$ cat config.mk
export PLATFORM = sky130hd
export DESIGN_NAME = spirc_top
export DESIGN_NICKNAME = d
export VERILOG_FILES = /design/src/core/spirc_pkg.sv /design/src/core/spirc_top.sv
export VERILOG_INCLUDE_DIRS = /design/src /design/src/core
export SDC_FILE = /design/constraint.sdc
export NUM_CORES = 1
export LEC_CHECK = 0
export BUFFER_PORTS_ARGS = -buffer_cell sky130_fd_sc_hd__buf_2
export CORE_MARGIN = 1
export CORE_UTILIZATION = 60
export DETAILED_ROUTE_END_ITERATION = 7
export PLACE_DENSITY = 0.86
export SYNTH_ARGS = -nofsm -noshare
export SYNTH_HDL_FRONTEND = slang
export SYNTH_SLANG_ARGS = --single-unit
$ cat constraint.sdc
create_clock -name clk -period 6.7 [get_ports clk]
set_clock_uncertainty 0.1 [all_clocks]
set_input_delay 1.34 -clock clk [delete_from_list [all_inputs] [get_ports clk]]
set_output_delay 1.34 -clock clk [all_outputs]
set_load 0.01 [all_outputs]
$ cat src/core/spirc_params.svh
/*
 spi register control: offsets (register index, byte address = 4 * index),
 field positions, reset values and clock-rate half periods.
 assumes inclusion by core/spirc_top.sv and by the testbench.
*/
`ifndef SPIRC_PARAMS_SVH
`define SPIRC_PARAMS_SVH

// register indexes
`define SPIRC_IDX_PORT_D_DATA 8'h08
`define SPIRC_IDX_PORT_D_DIRECTION 8'h09
`define SPIRC_IDX_SERIAL_CONTROL 8'h28
`define SPIRC_IDX_SERIAL_STATUS 8'h29
`define SPIRC_IDX_SERIAL_DATA 8'h2a
`define SPIRC_IDX_SYSTEM_OPTIONS_TWO 8'h38

// serial_control fields
`define SPIRC_CTL_IRQ_ENABLE 7
`define SPIRC_CTL_SYSTEM_ENABLE 6
`define SPIRC_CTL_OPEN_DRAIN 5
`define SPIRC_CTL_ROLE_SELECT 4
`define SPIRC_CTL_CLOCK_POLARITY 3
`define SPIRC_CTL_CLOCK_PHASE 2
`define SPIRC_CTL_RATE_HI 1
`define SPIRC_CTL_RATE_LO 0

// serial_status fields
`define SPIRC_STS_TRANSFER_COMPLETE 7
`define SPIRC_STS_WRITE_COLLISION 6
`define SPIRC_STS_MODE_FAULT 4

// system_options_two fields
`define SPIRC_OPT_LSB_FIRST 3
`define SPIRC_OPT_RATE_PRESCALE 2

// pin positions inside the 4-bit pin ports (port d bits 5..2)
`define SPIRC_PIN_SELECT 3
`define SPIRC_PIN_SCK 2
`define SPIRC_PIN_MOSI 1
`define SPIRC_PIN_MISO 0

// reset values
`define SPIRC_RST_CONTROL 8'h00
`define SPIRC_RST_DIRECTION 8'h00
`define SPIRC_RST_OPTIONS 8'h00
`define SPIRC_RST_PORT_DATA 8'h00

// sck half periods in e clocks, per {prescale, control rate bits 1..0}
`define SPIRC_HALF_000 7'h01
`define SPIRC_HALF_001 7'h02
`define SPIRC_HALF_010 7'h08
`define SPIRC_HALF_011 7'h10
`define SPIRC_HALF_100 7'h04
`define SPIRC_HALF_101 7'h08
`define SPIRC_HALF_110 7'h20
`define SPIRC_HALF_111 7'h40

// last sck edge index and last bit index of one byte
`define SPIRC_LAST_EDGE 4'hf
`define SPIRC_LAST_BIT 3'h7

`endif

$ cat src/core/spirc_pkg.sv
/*
 spi register control: shared types.
 assumes nothing beyond a systemverilog compiler.
*/
package spirc_pkg;
   typedef enum logic {SPIRC_IDLE, SPIRC_RUN} spirc_state_e;
endpackage

$ cat src/core/spirc_top.sv
/*
 spi register control: apb register slave, master clock generator, shift engine,
 port d pin control for the four spi pins.
 assumes apb master on clk, pins asynchronous to clk, external tri-state pads.
*/
// Chosen here: the APB register port.
`timescale 1ns/1ns
`include "spirc_params.svh"

module spirc_top (
   input wire logic clk,
   input wire logic rst_n,
   input wire logic psel,
   input wire logic penable,
   input wire logic pwrite,
   input wire logic [9:0] paddr,
   input wire logic [31:0] pwdata,
   output logic [31:0] prdata,
   output logic pready,
   output logic pslverr,
   input wire logic [3:0] pd_in,
   output logic [3:0] pd_out,
   output logic [3:0] pd_oe_n,
   output logic spi_irq
);
   logic [7:0] ctrl_ff, ddr_ff, opt_ff, pdat_ff, rxbuf_ff, shreg_ff;
   logic [31:0] prdata_ff;
   logic pready_ff, pslverr_ff, irq_ff;
   logic transfer_complete_flag_ff, write_collision_flag_ff, mode_fault_flag_ff, transfer_complete_flag_arm_ff, write_collision_flag_arm_ff, mode_fault_flag_arm_ff;
   logic [3:0] sync1_ff, sync2_ff, pd_out_ff, pd_oe_n_ff, nxt_pd_out, nxt_pd_oe_n;
   logic sck_d_ff, sck_ff, tx_bit_ff, s_busy_ff;
   logic [6:0] div_cnt_ff, half;
   logic [3:0] edge_ff;
   logic [2:0] bcnt_ff;
   spirc_pkg::spirc_state_e state_ff;
   logic [7:0] idx;
   logic acc, wr, rd, hit, data_wr, data_acc, ctrl_wr, wr_ok, start, write_collision_flag_evt;
   logic system_enable, role_select, clock_polarity, clock_phase, lsb_first_enable, ss_low, mfault, in_bit;
   logic m_tick, m_sample, m_last, s_active, s_edge, s_lead, s_sample, s_shift;
   logic sample, done_evt, busy;

   function automatic logic out_bit(input logic [7:0] v, input logic lsb);
      out_bit = lsb ? v[0] : v[7];
   endfunction

   assign prdata = prdata_ff;
   assign pready = pready_ff;
   assign pslverr = pslverr_ff;
   assign pd_out = pd_out_ff;
   assign pd_oe_n = pd_oe_n_ff;
   assign spi_irq = irq_ff;

   // bus decode
   assign idx = paddr[9:2];
   assign acc = psel && penable && pready_ff;
   assign wr = acc && pwrite;
   assign rd = acc && !pwrite;
   assign hit = (idx == `SPIRC_IDX_PORT_D_DATA) || (idx == `SPIRC_IDX_PORT_D_DIRECTION) ||
                (idx == `SPIRC_IDX_SERIAL_CONTROL) || (idx == `SPIRC_IDX_SERIAL_STATUS) ||
                (idx == `SPIRC_IDX_SERIAL_DATA) || (idx == `SPIRC_IDX_SYSTEM_OPTIONS_TWO);
   assign data_acc = acc && (idx == `SPIRC_IDX_SERIAL_DATA);
   assign data_wr = data_acc && pwrite;
   assign ctrl_wr = wr && (idx == `SPIRC_IDX_SERIAL_CONTROL);

   assign system_enable = ctrl_ff[`SPIRC_CTL_SYSTEM_ENABLE];
   assign role_select = ctrl_ff[`SPIRC_CTL_ROLE_SELECT];
   assign clock_polarity = ctrl_ff[`SPIRC_CTL_CLOCK_POLARITY];
   assign clock_phase = ctrl_ff[`SPIRC_CTL_CLOCK_PHASE];
   assign lsb_first_enable = opt_ff[`SPIRC_OPT_LSB_FIRST];
   assign ss_low = !sync2_ff[`SPIRC_PIN_SELECT];

   // fault only when select pin is an spi input
   assign mfault = system_enable && role_select && !ddr_ff[5] && ss_low;
   assign busy = role_select ? (state_ff == spirc_pkg::SPIRC_RUN) :
                 (clock_phase ? s_busy_ff : (system_enable && ss_low));
   assign wr_ok = !(transfer_complete_flag_ff && !transfer_complete_flag_arm_ff);
   assign write_collision_flag_evt = data_wr && wr_ok && system_enable && busy;
   assign start = data_wr && wr_ok && system_enable && role_select && !busy && !mfault;

   // rate selection
   always_comb begin
      case ({opt_ff[`SPIRC_OPT_RATE_PRESCALE], ctrl_ff[1:0]})
         3'h0: half = `SPIRC_HALF_000;
         3'h1: half = `SPIRC_HALF_001;
         3'h2: half = `SPIRC_HALF_010;
         3'h3: half = `SPIRC_HALF_011;
         3'h4: half = `SPIRC_HALF_100;
         3'h5: half = `SPIRC_HALF_101;
         3'h6: half = `SPIRC_HALF_110;
         default: half = `SPIRC_HALF_111;
      endcase
   end

   // shift timing, master and slave
   assign m_tick = (state_ff == spirc_pkg::SPIRC_RUN) && (div_cnt_ff == half - 7'h01);
   assign m_sample = m_tick && (edge_ff[0] == clock_phase);
   assign m_last = m_tick && (edge_ff == `SPIRC_LAST_EDGE);
   assign s_active = system_enable && !role_select && ss_low;
   assign s_edge = s_active && (sync2_ff[`SPIRC_PIN_SCK] != sck_d_ff);
   assign s_lead = sync2_ff[`SPIRC_PIN_SCK] != clock_polarity;
   assign s_sample = s_edge && (s_lead != clock_phase);
   assign s_shift = s_edge && (s_lead == clock_phase);
   assign sample = role_select ? m_sample : s_sample;
   assign in_bit = role_select ? sync2_ff[`SPIRC_PIN_MISO] : sync2_ff[`SPIRC_PIN_MOSI];
   assign done_evt = role_select ? m_last : (s_sample && (bcnt_ff == `SPIRC_LAST_BIT));

   // pin input synchroniser
   always_ff @(posedge clk) begin
      if (!rst_n) begin
         sync1_ff <= 4'hf;
         sync2_ff <= 4'hf;
         sck_d_ff <= 1'b0;
      end else begin
         sync1_ff <= pd_in;
         sync2_ff <= sync1_ff;
         sck_d_ff <= sync2_ff[`SPIRC_PIN_SCK];
      end
   end

   // apb answer, one wait state
   always_ff @(posedge clk) begin
      if (!rst_n) begin
         pready_ff <= 1'b0;
         pslverr_ff <= 1'b0;
         prdata_ff <= 32'h0;
      end else begin
         pready_ff <= psel && penable && !pready_ff;
         pslverr_ff <= psel && penable && !pready_ff && !hit;
         prdata_ff <= 32'h0;
         if (psel && penable && !pready_ff && !pwrite) begin
            case (idx)
               `SPIRC_IDX_PORT_D_DATA: prdata_ff <= {24'h0, pdat_ff};
               `SPIRC_IDX_PORT_D_DIRECTION: prdata_ff <= {24'h0, ddr_ff};
               `SPIRC_IDX_SERIAL_CONTROL: prdata_ff <= {24'h0, ctrl_ff};
               `SPIRC_IDX_SERIAL_STATUS: prdata_ff <= {24'h0, transfer_complete_flag_ff, write_collision_flag_ff, 1'b0,
                                                       mode_fault_flag_ff, 4'h0};
               `SPIRC_IDX_SERIAL_DATA: prdata_ff <= {24'h0, rxbuf_ff};
               `SPIRC_IDX_SYSTEM_OPTIONS_TWO: prdata_ff <= {24'h0, opt_ff};
               default: prdata_ff <= 32'h0;
            endcase
         end
      end
   end

   // control, direction, options, port data
   always_ff @(posedge clk) begin
      if (!rst_n) begin
         ctrl_ff <= `SPIRC_RST_CONTROL;
         ddr_ff <= `SPIRC_RST_DIRECTION;
         opt_ff <= `SPIRC_RST_OPTIONS;
         pdat_ff <= `SPIRC_RST_PORT_DATA;
      end else begin
         if (ctrl_wr)
            ctrl_ff <= pwdata[7:0];
         if (wr && idx == `SPIRC_IDX_PORT_D_DIRECTION)
            ddr_ff <= pwdata[7:0];
         if (wr && idx == `SPIRC_IDX_SYSTEM_OPTIONS_TWO)
            opt_ff <= pwdata[7:0];
         if (wr && idx == `SPIRC_IDX_PORT_D_DATA)
            pdat_ff <= pwdata[7:0];
         if (mfault) begin
            ctrl_ff[`SPIRC_CTL_ROLE_SELECT] <= 1'b0;
            ddr_ff[5:2] <= 4'h0;
         end
      end
   end

   // status flags, set wins over clear
   always_ff @(posedge clk) begin
      if (!rst_n) begin
         transfer_complete_flag_ff <= 1'b0;
         write_collision_flag_ff <= 1'b0;
         mode_fault_flag_ff <= 1'b0;
         transfer_complete_flag_arm_ff <= 1'b0;
         write_collision_flag_arm_ff <= 1'b0;
         mode_fault_flag_arm_ff <= 1'b0;
      end else begin
         if (rd && idx == `SPIRC_IDX_SERIAL_STATUS) begin
            transfer_complete_flag_arm_ff <= prdata_ff[`SPIRC_STS_TRANSFER_COMPLETE];
            write_collision_flag_arm_ff <= prdata_ff[`SPIRC_STS_WRITE_COLLISION];
            mode_fault_flag_arm_ff <= prdata_ff[`SPIRC_STS_MODE_FAULT];
         end
         if (data_acc && transfer_complete_flag_arm_ff) begin
            transfer_complete_flag_ff <= 1'b0;
            transfer_complete_flag_arm_ff <= 1'b0;
         end
         if (data_acc && write_collision_flag_arm_ff) begin
            write_collision_flag_ff <= 1'b0;
            write_collision_flag_arm_ff <= 1'b0;
         end
         if (ctrl_wr && mode_fault_flag_arm_ff) begin
            mode_fault_flag_ff <= 1'b0;
            mode_fault_flag_arm_ff <= 1'b0;
         end
         if (done_evt)
            transfer_complete_flag_ff <= 1'b1;
         if (write_collision_flag_evt)
            write_collision_flag_ff <= 1'b1;
         if (mfault)
            mode_fault_flag_ff <= 1'b1;
      end
   end

   // interrupt request level
   always_ff @(posedge clk) begin
      if (!rst_n)
         irq_ff <= 1'b0;
      else
         irq_ff <= ctrl_ff[`SPIRC_CTL_IRQ_ENABLE] && (transfer_complete_flag_ff || mode_fault_flag_ff);
   end

   // master clock generator
   always_ff @(posedge clk) begin
      if (!rst_n) begin
         state_ff <= spirc_pkg::SPIRC_IDLE;
         div_cnt_ff <= 7'h0;
         edge_ff <= 4'h0;
         sck_ff <= 1'b0;
      end else begin
         case (state_ff)
            spirc_pkg::SPIRC_IDLE: begin
               sck_ff <= clock_polarity;
               div_cnt_ff <= 7'h0;
               edge_ff <= 4'h0;
               if (start)
                  state_ff <= spirc_pkg::SPIRC_RUN;
            end
            spirc_pkg::SPIRC_RUN: begin
               if (mfault || !system_enable || !role_select) begin
                  state_ff <= spirc_pkg::SPIRC_IDLE;
               end else if (m_tick) begin
                  div_cnt_ff <= 7'h0;
                  sck_ff <= !sck_ff;
                  edge_ff <= edge_ff + 4'h1;
                  if (m_last)
                     state_ff <= spirc_pkg::SPIRC_IDLE;
               end else begin
                  div_cnt_ff <= div_cnt_ff + 7'h01;
               end
            end
            default: state_ff <= spirc_pkg::SPIRC_IDLE;
         endcase
      end
   end

   // shifter, bit counter, receive buffer
   always_ff @(posedge clk) begin
      if (!rst_n) begin
         shreg_ff <= 8'h0;
         tx_bit_ff <= 1'b0;
         bcnt_ff <= 3'h0;
         rxbuf_ff <= 8'h0;
         s_busy_ff <= 1'b0;
      end else begin
         if (data_wr && wr_ok && !busy) begin
            shreg_ff <= pwdata[7:0];
            tx_bit_ff <= out_bit(pwdata[7:0], lsb_first_enable);
            bcnt_ff <= 3'h0;
         end else if (sample) begin
            shreg_ff <= lsb_first_enable ? {in_bit, shreg_ff[7:1]} : {shreg_ff[6:0], in_bit};
            bcnt_ff <= bcnt_ff + 3'h1;
         end else if ((role_select && m_tick) || (!role_select && s_shift)) begin
            tx_bit_ff <= out_bit(shreg_ff, lsb_first_enable);
         end else if (!role_select && !s_active) begin
            bcnt_ff <= 3'h0;
         end
         // byte lost when the previous one is still unread
         if (done_evt && !transfer_complete_flag_ff)
            rxbuf_ff <= sample ? (lsb_first_enable ? {in_bit, shreg_ff[7:1]} :
                                  {shreg_ff[6:0], in_bit}) : shreg_ff;
         if (!s_active || (s_sample && bcnt_ff == `SPIRC_LAST_BIT))
            s_busy_ff <= 1'b0;
         else if (s_edge)
            s_busy_ff <= 1'b1;
      end
   end

   // pin drive, open drain releases a high
   always_comb begin
      logic [3:0] drv, val;
      drv = ddr_ff[5:2];
      val = pdat_ff[5:2];
      if (system_enable) begin
         if (role_select) begin
            drv[`SPIRC_PIN_SELECT] = ddr_ff[5];
            val[`SPIRC_PIN_SCK] = sck_ff;
            val[`SPIRC_PIN_MOSI] = tx_bit_ff;
            drv[`SPIRC_PIN_MISO] = 1'b0;
         end else begin
            drv[`SPIRC_PIN_SELECT] = 1'b0;
            drv[`SPIRC_PIN_SCK] = 1'b0;
            drv[`SPIRC_PIN_MOSI] = 1'b0;
            drv[`SPIRC_PIN_MISO] = ddr_ff[2] && ss_low;
            val[`SPIRC_PIN_MISO] = tx_bit_ff;
         end
      end
      nxt_pd_out = val;
      nxt_pd_oe_n = ~(drv & ~({4{ctrl_ff[`SPIRC_CTL_OPEN_DRAIN]}} & val));
   end

   always_ff @(posedge clk) begin
      if (!rst_n) begin
         pd_out_ff <= 4'h0;
         pd_oe_n_ff <= 4'hf;
      end else begin
         pd_out_ff <= nxt_pd_out;
         pd_oe_n_ff <= nxt_pd_oe_n;
      end
   end
endmodule

; ---- After elaboration in Yosys (flattened, before gate mapping)
; Cells that the tools add are included.
[totals]
register_bits = 124
inputBits = 51
output_inout_bits = 43
wordCells = 194
[classes]
addsub = 4
eq_ne = 24
n_mux = 45
bitwise_logic = 6
reduce_logical = 85
[ops]
columns = operator, count
row1 = 8-bit one-hot mux with 6 select lines, 1
row2 = 1-bit logical AND, 44
row3 = 7-bit one-hot mux with 6 select lines, 1
row4 = 8-bit by 6-bit == test with 1-bit output (second input constant), 4
row5 = 1-bit two-way mux, 25
row6 = 8-bit two-way mux, 3
row7 = 8-bit by 4-bit == test with 1-bit output (second input constant), 2
row8 = 1-bit zero test, 14
row9 = 7-bit two-way mux, 2
row10 = 7-bit one-hot mux with 2 select lines, 1
row11 = 2-bit OR reduction, 7
row12 = 3-bit == test (second input constant), 4
row13 = 3-bit two-way mux, 4
row14 = 4-bit two-way mux, 3
row15 = 1-bit logical OR, 10
row16 = 2-bit nonzero test, 5
row17 = 4-bit AND, 2
row18 = 4-bit inverter, 2
row19 = 4-bit one-hot mux with 2 select lines, 1
row20 = 2-bit AND reduction, 4
row21 = 7-bit by 1-bit adder with 7-bit output (second input constant), 1
row22 = 7-bit == test, 1
row23 = 7-bit by 1-bit subtractor with 7-bit output (second input constant), 1
row24 = 3-bit by 2-bit == test with 1-bit output (second input constant), 2
row25 = other kinds (12), 20

; ---- Depth between registers and ports, before layout
; Gate-level depths: netlist (run 1).
[logic_depth]
depth_word = 11
depth_mapped = 12
mapped_depth_nobuf = 10

; ---- Worst setup path before layout (run 1)
; OpenSTA, ideal clock, no wires.
[synth_path]
path_type = reg-to-reg
from = reg ctrl_ff[1]
to = reg shreg_ff[0]
setup_time_ns = 0.079
t_arrival_ns = 3.450
required_ns = 6.521
path_slack_ns = 3.072
stages_incl_launch_ff = 13
path_buffers = 3
synth_period_minus_slack_ns = 3.628
path_cell_list = dfxtp_1 > clkbuf_1 > or3_1 > ha_1 > buf_2 > nor2b_1 > a221o_1 > a311o_1 > or4_1 > and3_1 > buf_2 > or4_1 > o211ai_1
[synth_between]
elab_chain_cells = 10
elab_cells_between_ends = 16
cone_classes = add/sub (1) / eq/ne (7) / mux (4) / reduce/logical (4)
[synth_lines]
columns = item, line
row1 = from (decl), spirc_top.sv:26  ; logic [7:0] ctrl_ff, ddr_ff, opt_ff, pdat_ff, rxbuf_ff, shreg_ff;
row2 = from (signal assigned), spirc_top.sv:148  ; ctrl_ff <= `SPIRC_RST_CONTROL;
row3 = from (signal assigned), spirc_top.sv:154  ; ctrl_ff <= pwdata[7:0];
row4 = 3-bit == test or 3-bit by 2-bit == test with 1-bit output (tied branches), spirc_top.sv:82  ; case ({opt_ff[`SPIRC_OPT_RATE_PRESCALE], ctrl_ff[1:0]})
row5 = 2-bit OR reduction (no source line), -
row6 = 7-bit one-hot mux with 6 select lines (*), spirc_top.sv:82
row7 = 7-bit by 1-bit subtractor with 7-bit output (*), spirc_top.sv:95  ; assign m_tick = (state_ff == spirc_pkg::SPIRC_RUN) && (div_cnt_ff == half - 7'h01);
row8 = 7-bit == test (*), spirc_top.sv:95
row9 = 1-bit logical AND (*), spirc_top.sv:95
row10 = 1-bit logical AND (*), spirc_top.sv:96  ; assign m_sample = m_tick && (edge_ff[0] == clock_phase);
row11 = 1-bit two-way mux (*), spirc_top.sv:103  ; assign sample = role_select ? m_sample : s_sample;
row12 = 8-bit two-way mux (*) (2 in a row), -
row13 = to (signal assigned), spirc_top.sv:256  ; shreg_ff <= pwdata[7:0];
row14 = to (signal assigned), spirc_top.sv:260  ; shreg_ff <= lsb_first_enable ? {in_bit, shreg_ff[7:1]} : {shreg_ff[6:0], in_bit};
row15 = to (decl), spirc_top.sv:26
; Every way passes the cells marked *; elsewhere a longest branch is shown, timed or not.
; A chain may end at the register's enable or synchronous reset.

; ---- Final worst setup path (run 1)
[layout_path]
from = reg opt_ff[2]
to = reg shreg_ff[6]
[layout_between]
elab_chain_cells = 10
elab_cells_between_ends = 16
cone_classes = add/sub (1) / eq/ne (7) / mux (4) / reduce/logical (4)
[layout_lines]
columns = item, line
row1 = from (decl), spirc_top.sv:26
row2 = from (signal assigned), spirc_top.sv:150  ; opt_ff <= `SPIRC_RST_OPTIONS;
row3 = from (signal assigned), spirc_top.sv:158  ; opt_ff <= pwdata[7:0];
row4 = 3-bit == test or 3-bit by 2-bit == test with 1-bit output (tied branches), spirc_top.sv:82
row5 = 2-bit OR reduction (no source line), -
row6 = 7-bit one-hot mux with 6 select lines (*), spirc_top.sv:82
row7 = 7-bit by 1-bit subtractor with 7-bit output (*), spirc_top.sv:95
row8 = 7-bit == test (*), spirc_top.sv:95
row9 = 1-bit logical AND (*), spirc_top.sv:95
row10 = 1-bit logical AND (*), spirc_top.sv:96
row11 = 1-bit two-way mux (*), spirc_top.sv:103
row12 = 8-bit two-way mux (*) (2 in a row), -
; Marks and branches as above.

==> impl_metrics.yaml, run 1 <==
worst_hold_path:
  min-delay-path-class: "register to register"
pwr:
  comb_power_share_pct: 3.9
  p_int_mw: 0.815
  vdd_drop_max_uv: 138
  switching_share_pct: 21.9
  final_total_power_mw: 1.04
  total_leakage_power_nw: 1.91
  pwr-share-seq_pct: 57.3
  cellPowerDensity_nw_per_um2: 200
  p_switching_mw: 0.229
  power.share.clock_pct: 38.9
place:
  port_buffers: 43
  detailed_place_hpwl_mm: 8.05
  dpl_cell_area_um2: 5010
  gpl.final_weighted_congestion: 0.846
  worst_slack_at_placement_ns: 2.58
critical_path:
  max_stage_delay_ns: 0.57
  timing.setup.critical_path_class: "register to register"
  critical_path.slowest_cell: "or4_1"
  peak_fanout_along_the_critical_path: 20
  timing.critical_path.buf_inv: 0
  setup.reg_to_reg.worst_slack_ns: 2.57
  critical_path_arrival_ns: 4.26
  cp_top_family: "simple AND/OR/NAND/NOR gates"
  required_ns: 6.83
  cp-start-kind: "register"
  crit_path_cell_trace: "or3_1 -> ha_1 -> nor2b_1 -> a221o_1 -> a311o_1 -> or4_1 -> and3_1 -> nor2_1 -> o211ai_1"
  worst_setup_path_end_kind: "register"
route:
  wire_per_inst_um: 16.1
  post-route-drc-count: 0
  routed_wl_mm: 11.5
  drt_iter0_markers: 437
  drt-pass1-iter-count: 6
  drtAntennaViolNets: 0
  via_count: 4410
  vias_per_cell: 6.21
cells_and_area:
  mostFrequentLayoutCells: "100 x dfxtp_1, 64 x nand2_1, 51 x nor2_1"
  drive_above_1_share_pct: 12.2
  layout-area-overhead-vs-synth_pct: 6.81
  layout.cells.most_common: "dfxtp_1"
  stdcell_area_um2: 5220
  diodes: 0
  num-nets-final: 660
clock_network:
  clk_pin_slew_ns: 0.09
  cts_stage_hold_buffer_count: 0
  root_buffer: "clkbuf_8"
  clk-insertion-delay-late_ns: 0.37
  tritoncts_clock_tree: "done"
  cts_sinks: 100
  cts_htree_levels: 3
  max-clock-path-buffers: 2
  numCtsBuffers: 9
  post-cts-setup-buffer-count: 0
  ctsResizeCount: 0
timing:
  setup_tns_ns: 0
  final_worst_path_period_need_ns: 4.13
  setup_violations: 0
  rsz_0062_raised_after_global_routing: "no"
  final.setup.worst_slack_ns: 2.57
  slew-limit-headroom_pct: 27.4
  tightestPinTransition_ns: 1.09
  timing_hold_violations_final: 0
  pins_over_slew_limit: 0
  fmax_ghz: 0.242
  final.period_utilization_pct: 61.6
global_route:
  globalRouteTotalUtil_pct: 27.9
  number_of_antenna_violations_at_the_first_check_in_global_routing: 0
  wire_length_of_the_first_global_routing_pass_mm: 18.7
  pin_count_of_the_biggest_net_entering_global_routing: 62
  grt_overflow: 0
  grt_pass1_vias: 3935
yosys:
  post-synth-top-area-fraction_pct: 41.0
  netlist_instances: 587
  synth.top_cells.by_area: "dfxtp_1 41%, nand3_1 4.9%, nand2_1 4.9%"
  dominantRegCellSynth: "dfxtp_1"
  synth.avg_cell_area_um2: 8.33
  synth.ff_latch_count: 100
  synth_enable_flop_cells: 0
  post_synth_num_cell_types: 55
  synth.yosys.warnings: 0
  syn_area_um2: 4890
  ys_seq_area_share_pct: 41.0
  synthDominantAreaCellType: "dfxtp_1"
  synth-async-reset-ratio_pct: 0
floorplanning:
  die_y_um: 92.3
  die_width_um: 92.3
  effective_utilization_at_floorplan_pct: 62.6
  die_area_um2: 8510
  placement_rows: 32
  core-area_um2: 7810
  design.portCount: 94
status:
  status: "completed"
job:
  maxCapViolations: 0
-- stage by stage --
stage | utilization, % | hold WS [ns] | cells
floorplan | - | 0.286 | 610
global placement | 64.2 | 0.290 | 695
detailed placement | 64.2 | 0.293 | 695
CTS | 66.9 | 0.315 | 710
global route | 66.9 | 0.333 | 710
finish | 66.9 | 0.312 | 710
-- synth_stat cells (3+ instances only) --
| library cell | instances |
|---|---|
| dfxtp_1 | 100 |
| nand2_1 | 64 |
| nor2_1 | 51 |
| nand3_1 | 48 |
| a21oi_1 | 44 |
| clkbuf_1 | 36 |
| buf_4 | 24 |
| mux2i_1 | 21 |
| and3_1 | 15 |
| o211ai_1 | 14 |
| nand2b_1 | 13 |
| nor3_1 | 12 |
| xnor2_1 | 11 |
| or4_1 | 10 |
| a211o_1 | 9 |
| a22oi_1 | 9 |
| nor4_1 | 8 |
| inv_1 | 7 |
| mux2_2 | 7 |
| o21ai_0 | 7 |
| nand4_1 | 6 |
| a222oi_1 | 5 |
| ha_1 | 5 |
| xor2_1 | 5 |
| and2_1 | 4 |
| buf_2 | 4 |
| nor3b_1 | 4 |
| a221oi_1 | 3 |
| nor2b_1 | 3 |
| o221ai_1 | 3 |
| or2_2 | 3 |
| or3_1 | 3 |
-- flip-flops by register name, indices dropped and copies added (netlist names), 3 cells and up --
register    cells
shreg_ff        8
ctrl_ff         8
pd_out          4
pd_oe_n         4
div_cnt_ff      7
prdata          8
edge_ff         4
rxbuf_ff        8
pdat_ff         8
opt_ff          8
sync2_ff        4
bcnt_ff         3
sync1_ff        4
ddr_ff          8
-- area by class of cell --
type	instances	area (um^2)
multi-input combinational	438	2610
fill	647	2590
sequential	100	2000
timing repair buffer	48	253
clock buffer	10	128
tap	102	128
clock inverter	5	77.6
inverter	7	26.3
-- kinds of logic after synthesis --
logic type	synth area share [%]
mux	5.91
fa+ha+maj	1.28
xor+xnor	2.87
buf+inv	7.48
flops	41.0
other cells	0.0767
simple gates	26.2
compound gates	15.2
-- metal layers --
metal / part of all wire [%] / global-route usage, % / vias up
met5: 0 / 0 / -
met4: 2.0 / 8.59 / 0
met3: 7.6 / 6.72 / 27
met2: 48 / 45.8 / 209
met1: 43 / 36.3 / 2081
li1: - / - / 2093
-- power groups by stage --
stage / Sequential (mW) / Clock [mW] / Combinational (mW)
after global routing: 0.599 / 0.433 / 0.0442
final: 0.598 / 0.406 / 0.0405
after CTS: 0.598 / 0.413 / 0.0396
after global placement: 0.612 / 0 / 0.0388
after floorplan: 0.612 / 0 / 0.0335
after detailed placement: 0.612 / 0 / 0.0395
-- worst register-to-register path: cells and delay by family, from the launching register on --
family | cells | cell delay, ns
simple gates | 5 | 2.15
compound gates | 3 | 0.96
flops | 1 | 0.47
fa+ha+maj | 1 | 0.31
-- worst paths after layout --
kind | startpoint | end | cells after the start
max | opt_ff[2]$_SDFFE_PN0P_ | shreg_ff[6]$_SDFF_PN0_ | 9
min | sync1_ff[3]$_SDFF_PN1_ | sync2_ff[3]$_SDFF_PN1_ | 1
max reg2reg | opt_ff[2]$_SDFFE_PN0P_ | shreg_ff[6]$_SDFF_PN0_ | 9
min reg2reg | sync1_ff[3]$_SDFF_PN1_ | sync2_ff[3]$_SDFF_PN1_ | 1
Power figures use the tool's default switching activity.
==> run 2: changes to the inputs <==
--- a/config.mk
+++ b/config.mk
@@ -6,11 +6,12 @@
 export SDC_FILE = /design/constraint.sdc
 export NUM_CORES = 1
 export LEC_CHECK = 0
+export ABC_AREA = 1
 export BUFFER_PORTS_ARGS = -buffer_cell sky130_fd_sc_hd__buf_2
 export CORE_MARGIN = 1
-export CORE_UTILIZATION = 60
+export CORE_UTILIZATION = 50
 export DETAILED_ROUTE_END_ITERATION = 7
-export PLACE_DENSITY = 0.86
+export PLACE_DENSITY = 0.76
 export SYNTH_ARGS = -nofsm -noshare
 export SYNTH_HDL_FRONTEND = slang
 export SYNTH_SLANG_ARGS = --single-unit
==> constraint.sdc (replaced) <==
create_clock -name clk -period 3.4 [get_ports clk]
set_clock_uncertainty 0.1 [all_clocks]
set_input_delay 0.68 -clock clk [delete_from_list [all_inputs] [get_ports clk]]
set_output_delay 0.68 -clock clk [all_outputs]
set_load 0.01 [all_outputs]
==> run 2 against run 1 <==
Non-clock buffer count did not move. Highest routed layer unchanged. Core utilization is 9.9 points lower. Worst setup slack got worse by 1.9 ns. Count of clock-buffer cells in the layout stayed put. Area after synthesis decreased by 0.13%. Maximum frequency up 50%. Synthesized cell count increased by 20%. Hold slack better by 0.0094 ns. Critical endpoint is now bcnt_ff[2]$_SDFFE_PP0P_. Design area up 1.7%. Via count grew 3.4%.
==> impl_metrics.yaml, run 2 <==
timing:
  pins_over_slew_limit: 0
  final_worst_path_period_need_ns: 2.75
  finalHoldWorstSlack_ns: 0.321
  fmax_ghz: 0.363
  timing_hold_violations_final: 0
  setup_tns_ns: 0
  rsz_0062_raised_after_global_routing: "no"
  tightestPinTransition_ns: 0.814
  slew-limit-headroom_pct: 45.7
  final.period_utilization_pct: 81.0
  setup_violations: 0
cells_and_area:
  sequential_cell_area_um2: 2000
  drive_above_1_share_pct: 12.9
  finish.cell_count_without_fillers: 875
  layout-area-overhead-vs-synth_pct: 8.77
  num-nets-final: 797
  layout.cells.most_common: "nand2_1"
  diodes: 0
  multiInputGateArea_um2: 2360
  mostFrequentLayoutCells: "154 x nand2_1, 100 x dfxtp_1, 84 x inv_1"
  filler_cell_count: 924
job:
  maxCapViolations: 0
pwr:
  comb_power_share_pct: 4.4
  switching_share_pct: 25.3
  p_switching_mw: 0.507
  vdd_drop_max_uv: 203
  power.share.clock_pct: 36.9
  cellPowerDensity_nw_per_um2: 378
  p_int_mw: 1.50
  total_leakage_power_nw: 2.44
  pwr-share-seq_pct: 58.7
global_route:
  wire_length_of_the_first_global_routing_pass_mm: 19.1
  pin_count_of_the_biggest_net_entering_global_routing: 57
  globalRouteTotalUtil_pct: 24.3
  grt_pass1_vias: 4061
  number_of_antenna_violations_at_the_first_check_in_global_routing: 0
  grt_overflow: 0
clock_network:
  cts_sinks: 100
  clk-insertion-delay-late_ns: 0.38
  cts_htree_levels: 3
  ctsResizeCount: 0
  max-clock-path-buffers: 2
  tritoncts_clock_tree: "done"
  clk_pin_slew_ns: 0.10
  numCtsBuffers: 9
  post-cts-setup-buffer-count: 0
  root_buffer: "clkbuf_8"
  cts_stage_hold_buffer_count: 0
yosys:
  post_synth_num_cell_types: 39
  synth.top_cells.by_area: "dfxtp_1 41%, nand2_1 12%, inv_1 6.5%"
  synth.yosys.warnings: 0
  dominantRegCellSynth: "dfxtp_1"
  syn_area_um2: 4880
  synth.ff_latch_count: 100
  post-synth-top-area-fraction_pct: 41.0
  top_post_synthesis_cells_by_count: "154 x nand2_1, 100 x dfxtp_1, 84 x inv_1"
  ys_seq_area_share_pct: 41.0
  synth-async-reset-ratio_pct: 0
  synthDominantAreaCellType: "dfxtp_1"
  netlist_instances: 702
  synth.avg_cell_area_um2: 6.95
  post-synth-top-count-cell: "nand2_1"
  synth_enable_flop_cells: 0
critical_path:
  cp_top_family: "simple AND/OR/NAND/NOR gates"
  most_frequent_cell_on_the_critical_path: "nand2_1"
  crit_path_cell_trace: "nor2_2 -> nand2_1 -> ha_1 -> nor2_1 -> nand2_1 -> nand2_1 -> nand2_1 -> nand2_1 -> nand2_1 -> nor2_1 -> nand4_1 -> nand2_1 -> nand2_2 -> clkinv_1 -> nand2_1 -> a21oi_1"
  worst_setup_path_end_kind: "register"
  required_ns: 3.60
  peak_fanout_along_the_critical_path: 9
  max_stage_delay_ns: 0.41
  timing.setup.critical_path_class: "register to register"
  cp_num_cells: 16
  cp-start-kind: "register"
  timing.critical_path.buf_inv: 1
  critical_path_arrival_ns: 2.96
  critical_path.slowest_cell: "dfxtp_1"
  timing.reg2reg.worst_path_depth: 16
floorplanning:
  effective_utilization_at_floorplan_pct: 52.3
  design.portCount: 94
  placement_rows: 35
  die_y_um: 101
  core-area_um2: 9330
  die_width_um: 101
  die_area_um2: 10200
worst_hold_path:
  hold_depth: 1
  min-delay-path-class: "register to register"
place:
  gpl.final_weighted_congestion: 0.895
  detailed_place_hpwl_mm: 8.64
  port_buffers: 43
  place.detailed.instances: 859
route:
  routed_wl_mm: 11.6
  vias_per_cell: 5.21
  post-route-drc-count: 0
  drt-pass1-iter-count: 5
  via_count: 4562
  drtAntennaViolNets: 0
  wire_per_inst_um: 13.2
  drt_iter0_markers: 447
status:
  status: "completed"
[run 2: layout make-up]
| class | count | share of cell area (%) |
|---|---|---|
| timing repair buffer | 48 | 4.76 |
| clock buffer | 10 | 2.59 |
| inverter | 91 | 6.43 |
| tap | 129 | 3.04 |
| multi-input combinational | 491 | 44.5 |
| sequential | 100 | 37.7 |
| clock inverter | 6 | 0.990 |
[run 2: metal layers]
layer | track usage (%) | vias to the layer above | share of wire, %
li1 | - | 2294 | -
met1 | 32.9 | 2071 | 45
met2 | 38.2 | 175 | 45
met3 | 4.92 | 22 | 7.3
met4 | 9.59 | 0 | 2.4
met5 | 0 | - | 0
[run 2: final timing paths]
path,startpoint,slack [ns],to
setup / recovery,opt_ff[2]$_SDFFE_PN0P_,0.65,bcnt_ff[2]$_SDFFE_PP0P_
hold / removal,sync1_ff[2]$_SDFF_PN1_,0.32,sync2_ff[2]$_SDFF_PN1_
setup reg to reg,opt_ff[2]$_SDFFE_PN0P_,0.65,bcnt_ff[2]$_SDFFE_PP0P_
hold reg to reg,sync1_ff[2]$_SDFF_PN1_,0.32,sync2_ff[2]$_SDFF_PN1_
[run 2: metrics by stage]
step	total power [mW]	cell area, um^2	worst slack (ns)	utilization (%)
2_1_floorplan	1.28	4970	1.14	-
3_3_place_gp	1.29	5120	0.745	54.9
3_5_place_dp	1.29	5120	0.712	54.9
4_1_cts	2.02	5310	0.692	56.9
5_1_grt	2.09	5310	0.321	56.9
6_report	2.01	5310	0.647	56.9
[run 2: power by group through the flow]
| stage | Clock, mW | Sequential (mW) | Combinational, mW |
|---|---|---|---|
| floorplan | 0 | 1.21 | 0.0718 |
| global placement | 0 | 1.21 | 0.0843 |
| detailed placement | 0 | 1.21 | 0.0858 |
| CTS | 0.755 | 1.18 | 0.0860 |
| global route | 0.810 | 1.18 | 0.0986 |
| finish | 0.741 | 1.18 | 0.0874 |
[run 2: worst reg2reg max path, delay by kind of cell, from the launching register on]
family | cells | cell delay [ns]
simple gates | 13 | 1.67
flops | 1 | 0.41
fa+ha+maj | 1 | 0.28
compound gates | 1 | 0.13
buf+inv | 1 | 0.10
[run 2: cell families (layout without fill, tap and decap cells)]
group                      Yosys count  count (layout)  synth area share (%)
adders and majority gates            5               5                  1.28
xor gates and xnor gates            11              11                  1.97
muxes                                1               1                 0.205
AOI/OAI and AO/OA                  130             130                  14.4
DFF                                100             100                  41.0
other                                1              24                0.0768
and+or+nand+nor                    320             320                  28.7
buffers and inverters              134             155                  12.4
